**src/pps_cfg.svh**
```systemverilog
`ifndef PPS_CFG_SVH
`define PPS_CFG_SVH
// -----------------------------------------------------------
// register map
// -----------------------------------------------------------
`define PPS_OFS_DIR   3'h0
`define PPS_OFS_OUT   3'h1
`define PPS_OFS_PIN   3'h2
`define PPS_OFS_MCU   3'h3
`define PPS_OFS_FLAG  3'h4
// -----------------------------------------------------------
// fields and reset values
// -----------------------------------------------------------
`define PPS_PULLOFF_BIT 4
`define PPS_MCU_RW_MASK 8'h13
`define PPS_RST_BYTE    8'h00
`define PPS_RST_LOW2    2'h0
// -----------------------------------------------------------
// interrupt sense codes, two bits per pin
// -----------------------------------------------------------
`define PPS_SENSE_NONE 2'h0
`define PPS_SENSE_ANY  2'h1
`define PPS_SENSE_FALL 2'h2
`define PPS_SENSE_RISE 2'h3
`endif

```
**src/pps_pkg.sv**
```systemverilog
package pps_pkg;
  typedef logic [7:0]  pps_byte_type;
  typedef logic [2:0]  pps_addr_type;
  typedef logic [15:0] pps_sense_type;
  typedef struct packed {
    pps_byte_type dir_bit;
    pps_byte_type out_latch_bit;
    logic         global_pullup_off;
    logic [1:0]   mcu_low;
    pps_byte_type sync_q;
    pps_byte_type prev_q;
    pps_byte_type int_flag;
    pps_byte_type rdata;
  } pps_state_type;
endpackage

```
**src/pps_port.sv**
```systemverilog
`timescale 1ns/10ps
`default_nettype none
`include "pps_cfg.svh"
module pps_port (
  input  wire logic           clk_sys,
  input  wire logic           rst_n,
  input  wire pps_pkg::pps_addr_type addr,
  input  wire pps_pkg::pps_byte_type wdata,
  input  wire logic           port_write_strobe,
  input  wire logic           port_read_strobe,
  output var  pps_pkg::pps_byte_type rdata,
  input  wire logic           sleep_active,
  input  wire pps_pkg::pps_byte_type ext_int_en,
  input  wire pps_pkg::pps_sense_type int_sense,
  output var  pps_pkg::pps_byte_type ext_int_flag,
  input  wire pps_pkg::pps_byte_type pullup_ovr_en,
  input  wire pps_pkg::pps_byte_type pullup_ovr_val,
  input  wire pps_pkg::pps_byte_type drv_ovr_en,
  input  wire pps_pkg::pps_byte_type drv_ovr_val,
  input  wire pps_pkg::pps_byte_type value_ovr_en,
  input  wire pps_pkg::pps_byte_type value_ovr_val,
  input  wire pps_pkg::pps_byte_type toggle_ovr_en,
  input  wire pps_pkg::pps_byte_type in_enable_ovr_en,
  input  wire pps_pkg::pps_byte_type in_enable_ovr_val,
  input  wire pps_pkg::pps_byte_type pad_in,
  output var  pps_pkg::pps_byte_type pad_out,
  output var  pps_pkg::pps_byte_type pad_oe,
  output var  pps_pkg::pps_byte_type pullup_on,
  output var  pps_pkg::pps_byte_type alt_raw_input,
  output var  pps_pkg::pps_byte_type analog_pad_link,
  output logic [1:0]          mcu_ctrl_low
);
  import pps_pkg::*;

  // -----------------------------------------------------------
  // state
  // -----------------------------------------------------------
  pps_state_type st;
  pps_state_type next_st;
  pps_byte_type  die;
  pps_byte_type  sync_latch;
  pps_byte_type  rise;
  pps_byte_type  fall;
  pps_byte_type  event_hit;
  pps_byte_type  wr_mcu_val;
  logic          wr_dir;
  logic          wr_out;
  logic          wr_pin;
  logic          wr_mcu;
  logic          wr_flag;

  assign wr_dir  = port_write_strobe && (addr == `PPS_OFS_DIR);
  assign wr_out  = port_write_strobe && (addr == `PPS_OFS_OUT);
  assign wr_pin  = port_write_strobe && (addr == `PPS_OFS_PIN);
  assign wr_mcu  = port_write_strobe && (addr == `PPS_OFS_MCU);
  assign wr_flag = port_write_strobe && (addr == `PPS_OFS_FLAG);

  // -----------------------------------------------------------
  // input path
  // -----------------------------------------------------------
  // every override input is a per-pin vector; sleep, clock and
  // the pull-up off bit are single and common to all pins
  always_comb begin
    for (int n = 0; n < 8; n++) begin
      if (in_enable_ovr_en[n]) begin
        die[n] = in_enable_ovr_val[n];
      end else begin
        die[n] = !(sleep_active && !ext_int_en[n]);
      end
    end
  end

  // clamped input taken before the synchroniser; a receiver
  // that does not use it as a clock must resync it itself
  assign alt_raw_input = pad_in & die;

  // the true analogue joint sits in the pad wrapper; this is
  // the unbuffered pad level handed straight through
  assign analog_pad_link = pad_in;

  // low-phase stage stands in for the transparent latch, so an
  // edge reaches the read bit after half to one and a half cycles
  always_ff @(negedge clk_sys) begin
    sync_latch <= alt_raw_input;
  end

  // -----------------------------------------------------------
  // interrupt edge detect on the clamped, synchronised input
  // -----------------------------------------------------------
  assign rise = st.sync_q & ~st.prev_q;
  assign fall = ~st.sync_q & st.prev_q;

  // clamp release with pin high is a real rising edge here,
  // so the flag sets on wake even when the request is masked
  always_comb begin
    for (int n = 0; n < 8; n++) begin
      case (int_sense[2*n +: 2])
        `PPS_SENSE_ANY:  event_hit[n] = rise[n] | fall[n];
        `PPS_SENSE_FALL: event_hit[n] = fall[n];
        `PPS_SENSE_RISE: event_hit[n] = rise[n];
        default:         event_hit[n] = 1'b0;
      endcase
    end
  end

  // -----------------------------------------------------------
  // next state
  // -----------------------------------------------------------
  assign wr_mcu_val = wdata & `PPS_MCU_RW_MASK;

  always_comb begin
    next_st = st;
    next_st.sync_q = sync_latch;
    next_st.prev_q = st.sync_q;
    if (wr_dir) begin
      next_st.dir_bit = wdata;
    end
    if (wr_out) begin
      next_st.out_latch_bit = wdata;
    end
    // both toggle sources act on top of a plain write
    if (wr_pin) begin
      next_st.out_latch_bit = next_st.out_latch_bit ^ wdata;
    end
    next_st.out_latch_bit = next_st.out_latch_bit ^ toggle_ovr_en;
    if (wr_mcu) begin
      next_st.global_pullup_off = wr_mcu_val[`PPS_PULLOFF_BIT];
      next_st.mcu_low = wr_mcu_val[1:0];
    end
    // write one to clear; a new event in the same cycle wins
    if (wr_flag) begin
      next_st.int_flag = st.int_flag & ~wdata;
    end
    next_st.int_flag = next_st.int_flag | event_hit;
    next_st.rdata = `PPS_RST_BYTE;
    if (port_read_strobe) begin
      case (addr)
        `PPS_OFS_DIR:  next_st.rdata = st.dir_bit;
        `PPS_OFS_OUT:  next_st.rdata = st.out_latch_bit;
        `PPS_OFS_PIN:  next_st.rdata = st.sync_q;
        `PPS_OFS_MCU:  next_st.rdata = {3'h0, st.global_pullup_off,
                                        2'h0, st.mcu_low};
        `PPS_OFS_FLAG: next_st.rdata = st.int_flag;
        default:       next_st.rdata = `PPS_RST_BYTE;
      endcase
    end
  end

  always_ff @(posedge clk_sys) begin
    if (!rst_n) begin
      st.dir_bit           <= `PPS_RST_BYTE;
      st.out_latch_bit     <= `PPS_RST_BYTE;
      st.global_pullup_off <= 1'b0;
      st.mcu_low           <= `PPS_RST_LOW2;
      st.sync_q            <= `PPS_RST_BYTE;
      st.prev_q            <= `PPS_RST_BYTE;
      st.int_flag          <= `PPS_RST_BYTE;
      st.rdata             <= `PPS_RST_BYTE;
    end else begin
      st <= next_st;
    end
  end

  // -----------------------------------------------------------
  // pad drive and pull-up
  // -----------------------------------------------------------
  // reset gates drive and pull-up without waiting for a clock
  // edge, so pins float the moment reset goes low
  always_comb begin
    for (int n = 0; n < 8; n++) begin
      if (drv_ovr_en[n]) begin
        pad_oe[n] = drv_ovr_val[n] && rst_n;
      end else begin
        pad_oe[n] = st.dir_bit[n] && rst_n;
      end
      if (value_ovr_en[n]) begin
        pad_out[n] = value_ovr_val[n];
      end else begin
        pad_out[n] = st.out_latch_bit[n];
      end
      if (pullup_ovr_en[n]) begin
        pullup_on[n] = pullup_ovr_val[n] && rst_n;
      end else begin
        // the simplest defined level for an idle pin
        pullup_on[n] = ({st.dir_bit[n], st.out_latch_bit[n],
                         st.global_pullup_off} == 3'h2)
                       && rst_n;
      end
    end
  end

  assign rdata        = st.rdata;
  assign ext_int_flag = st.int_flag;
  assign mcu_ctrl_low = st.mcu_low;
endmodule // pps_port
`default_nettype wire

```
**config.mk**
```make
export PLATFORM = sky130hd
export DESIGN_NAME = pps_port
export DESIGN_NICKNAME = d
export VERILOG_FILES = /design/src/pps_pkg.sv /design/src/pps_port.sv
export VERILOG_INCLUDE_DIRS = /design/src
export SDC_FILE = /design/constraint.sdc
export NUM_CORES = 1
export LEC_CHECK = 0
export BUFFER_PORTS_ARGS = -buffer_cell sky130_fd_sc_hd__buf_2
export CAP_MARGIN = 30
export CORE_MARGIN = 2
export CORE_UTILIZATION = 38
export DETAILED_ROUTE_END_ITERATION = 10
export PLACE_DENSITY = 0.65
export SETUP_SLACK_MARGIN = 0.15
export SYNTH_ARGS = -nofsm -noshare
export SYNTH_HDL_FRONTEND = slang
export SYNTH_SLANG_ARGS = --single-unit
```
**constraint.sdc**
```tcl
create_clock -name clk_sys -period 1.6 [get_ports clk_sys]
set_clock_uncertainty 0.05 [all_clocks]
set_input_delay 0.32 -clock clk_sys [delete_from_list [all_inputs] [get_ports clk_sys]]
set_output_delay 0.32 -clock clk_sys [all_outputs]
set_load 0.1 [all_outputs]
```
==> impl_metrics.json <==
{
  "setup_viol": 10,
  "hold_viol": 0,
  "gp_congestion": 0.841,
  "crit_chain": "inv_6 -> nor4_4 -> a21oi_2 -> nor2b_4 -> buf_12",
  "fin_crit_ns": 1.73,
  "drc_errors": 0,
  "layout-drive-gt1-share_pct": 55.8,
  "post-route-period-util_pct": 108,
  "ir_drop_mv": 0.429,
  "syn_nets": 587,
  "numCtsBuffers": 9,
  "core_area_um2": 9330,
  "ys.flop_type": "dfxtp_1",
  "endpoint_kind": "output pin",
  "syn_area_um2": 3680,
  "wl_per_cell_um": 14.8,
  "antenna_found_initial": 0,
  "firstDrtPassIters": 4,
  "die_area_um2": 10500,
  "synth_area_per_cell_um2": 8.17,
  "critPathKind": "reg -> out",
  "violations": "negative setup slack",
  "synthArstFlopShare_pct": 0,
  "cap_violations": 0,
  "slowest_stage": "dfxtp_4",
  "p_leak_uw": 0.00279,
  "grt_max_degree": 33,
  "final_cells": 794,
  "yosys_warnings": 0,
  "path_buf_inv": 2,
  "clock_latency_ns": 0.38,
  "critical_path.startpoint_type": "flip-flop",
  "overflow": 0,
  "dieWidth_um": 102,
  "clock.fmax_mhz": 577,
  "min_to": "st[41]",
  "num-fill-cells": 727,
  "routed_wl_um": 11700,
  "cts_buffer_depth": 2,
  "mostFrequentLayoutCell": "buf_2",
  "p_per_area_nw_per_um2": 811,
  "vias_per_cell": 4.91,
  "hold_path_class": "in -> reg",
  "cp.arrival_ns": 1.36,
  "min_path_cells": 3,
  "clk_pin_slew_worst_paths_ns": 0.07,
  "final_area_um2": 6450,
  "reg2reg_to": "next_st[19]",
  "status": "complete, but fails checks",
  "pre_cts_slack_ns": -0.203,
  "grt_usage_pct": 22.3,
  "grt_pass1_wl_um": 18200,
  "diodes": 0,
  "cts_num_sinks": 59,
  "area.sequential_um2": 1230,
  "min_from": "toggle_ovr_en[6]",
  "r2r-start": "sync_latch[3]",
  "grt_pass1_vias": 3873,
  "syn2layout_area_growth_pct": 75.1,
  "vias": 3901,
  "tightest_slew_ns": 0.648,
  "utilization_pct": 69.2,
  "start_util_pct": 39.5,
  "ant_nets": 0,
  "cp_max_fo": 3,
  "io_buffers": 177,
  "ios": 178,
  "worstPathRequired_ns": 1.23,
  "r2r_slack_ns": 0.18,
  "drt-initial-drc-count": 161,
  "yosysSeqAreaShare_pct": 32.1,
  "rsz0062_at_grt": "true",
  "synth-edff-count": 0,
  "die_height_um": 102,
  "setup_ws_ns": -0.134,
  "htree_levels": 3,
  "rows": 35,
  "cp_top_family": "flip-flops",
  "critPathMaxStageDelay_ns": 0.37,
  "dp.cells": 742,
  "setup-tns-final_ns": -1.15,
  "cts_root_buffer": "clkbuf_8",
  "cts_tree": "built",
  "multi_input_area_um2": 2640,
  "maxSlewViolCount": 0,
  "ff2ff_path_depth": 1,
  "ys_ff_latch": 59,
  "place_area_um2": 5540,
  "hpwl_um": 8750,
  "synthDistinctLibCells": 38,
  "syn_inst": 451,
  "most-common-layout-cells": "buf_2, nand2_1, buf_4",
  "nNetsFinal": 796,
  "relSlewSlack_pct": 56.6
}
## registers in the layout, indices dropped and copies added (netlist names)
| signal | flops |
|---|---|
| mcu_ctrl_low | 2 |
| next_st | 8 |
| st | 25 |
| rdata | 8 |
| ext_int_flag | 8 |
| sync_latch | 8 |
## power breakdown
part,switching (uW),internal [uW],leakage (uW)
Combinational,1130,757,0.00213
Clock,637,1090,0.000161
Sequential,71.0,1540,0.000495
Total,1840,3390,0.00279
## metrics by stage
step / power [uW] / hold slack, ns
2_1_floorplan: 2820 / 0.401
3_3_place_gp: 3350 / 0.444
3_5_place_dp: 3380 / 0.449
4_1_cts: 5220 / 0.158
5_1_grt: 5450 / 0.171
6_report: 5230 / 0.169
## worst max-delay path by stage
stage,from,endpoint,slack (ns),cells past startpoint
4_1_cts,st[37],pullup_on[2],-0.18,5
3_3_place_gp,sleep_active,sync_latch[6],-0.17,2
3_5_place_dp,sleep_active,sync_latch[6],-0.20,2
6_report,st[40],pullup_on[5],-0.13,5
5_1_grt,st[37],pullup_on[2],-0.21,5
2_1_floorplan,sleep_active,sync_latch[0],-0.54,2
## per-layer routing
layer | routed length (um) | up-vias | GRT usage (%)
met5 | 0 | - | 0
li1 | - | 1923 | -
met4 | 185 | 0 | 7.49
met3 | 1140 | 15 | 7.18
met2 | 5760 | 175 | 39.8
met1 | 4650 | 1788 | 25.1
## Yosys cell counts (2+ instances only)
cell type	n	area share (%)
a221oi_2	8	3.3
o21a_1	4	0.81
a22oi_1	9	1.8
nand3_1	6	0.81
nor2b_1	28	4.8
mux2i_1	23	6.2
and2b_1	2	0.41
a21boi_1	2	0.41
ha_1	16	5.4
a31oi_1	8	1.4
clkbuf_1	10	1.0
a21oi_1	17	2.3
nand2b_1	8	1.4
o22ai_2	8	2.7
a221oi_1	8	1.9
nand2_1	66	6.7
buf_6	2	0.61
mux2_2	6	1.8
o21ai_0	24	3.3
a21boi_0	6	1.2
inv_1	44	4.5
o22a_1	2	0.48
buf_4	29	5.9
buf_2	4	0.54
dfxtp_1	59	32
and2_1	17	2.9
nor2_1	17	1.7
nor4_1	8	1.4
## worst min-delay path, cell delays in order
cell	delay (ns)
buf_2	0.10
nand2_1	0.05
mux2i_1	0.05
## logic make-up (layout without fill, tap and decap cells)
logic type	after synthesis	count (layout)	share of synthesized area, %
compound gates	99	99	20.4
fa+ha+maj	16	16	5.43
buf+inv	91	305	12.8
flops	59	59	32.1
mux	29	29	8.08
simple gates	157	157	21.3
## final cells by class
type	instances	share of cell area (%)
Sequential cell	59	19.1
Timing Repair Buffer	237	30.1
Clock inverter	13	1.98
Multi-Input combinational cell	301	40.9
Tap cell	129	2.50
Clock buffer	11	2.19
Inverter	44	3.10
## repair_timing
action,CTS,global route
gates resized for setup,97,14
setup buffers,18,11
pin swaps,13,7
endpoints found under the setup margin,49,30
hold buffers,0,0
Note: power is estimated with default switching activity, not from simulation.
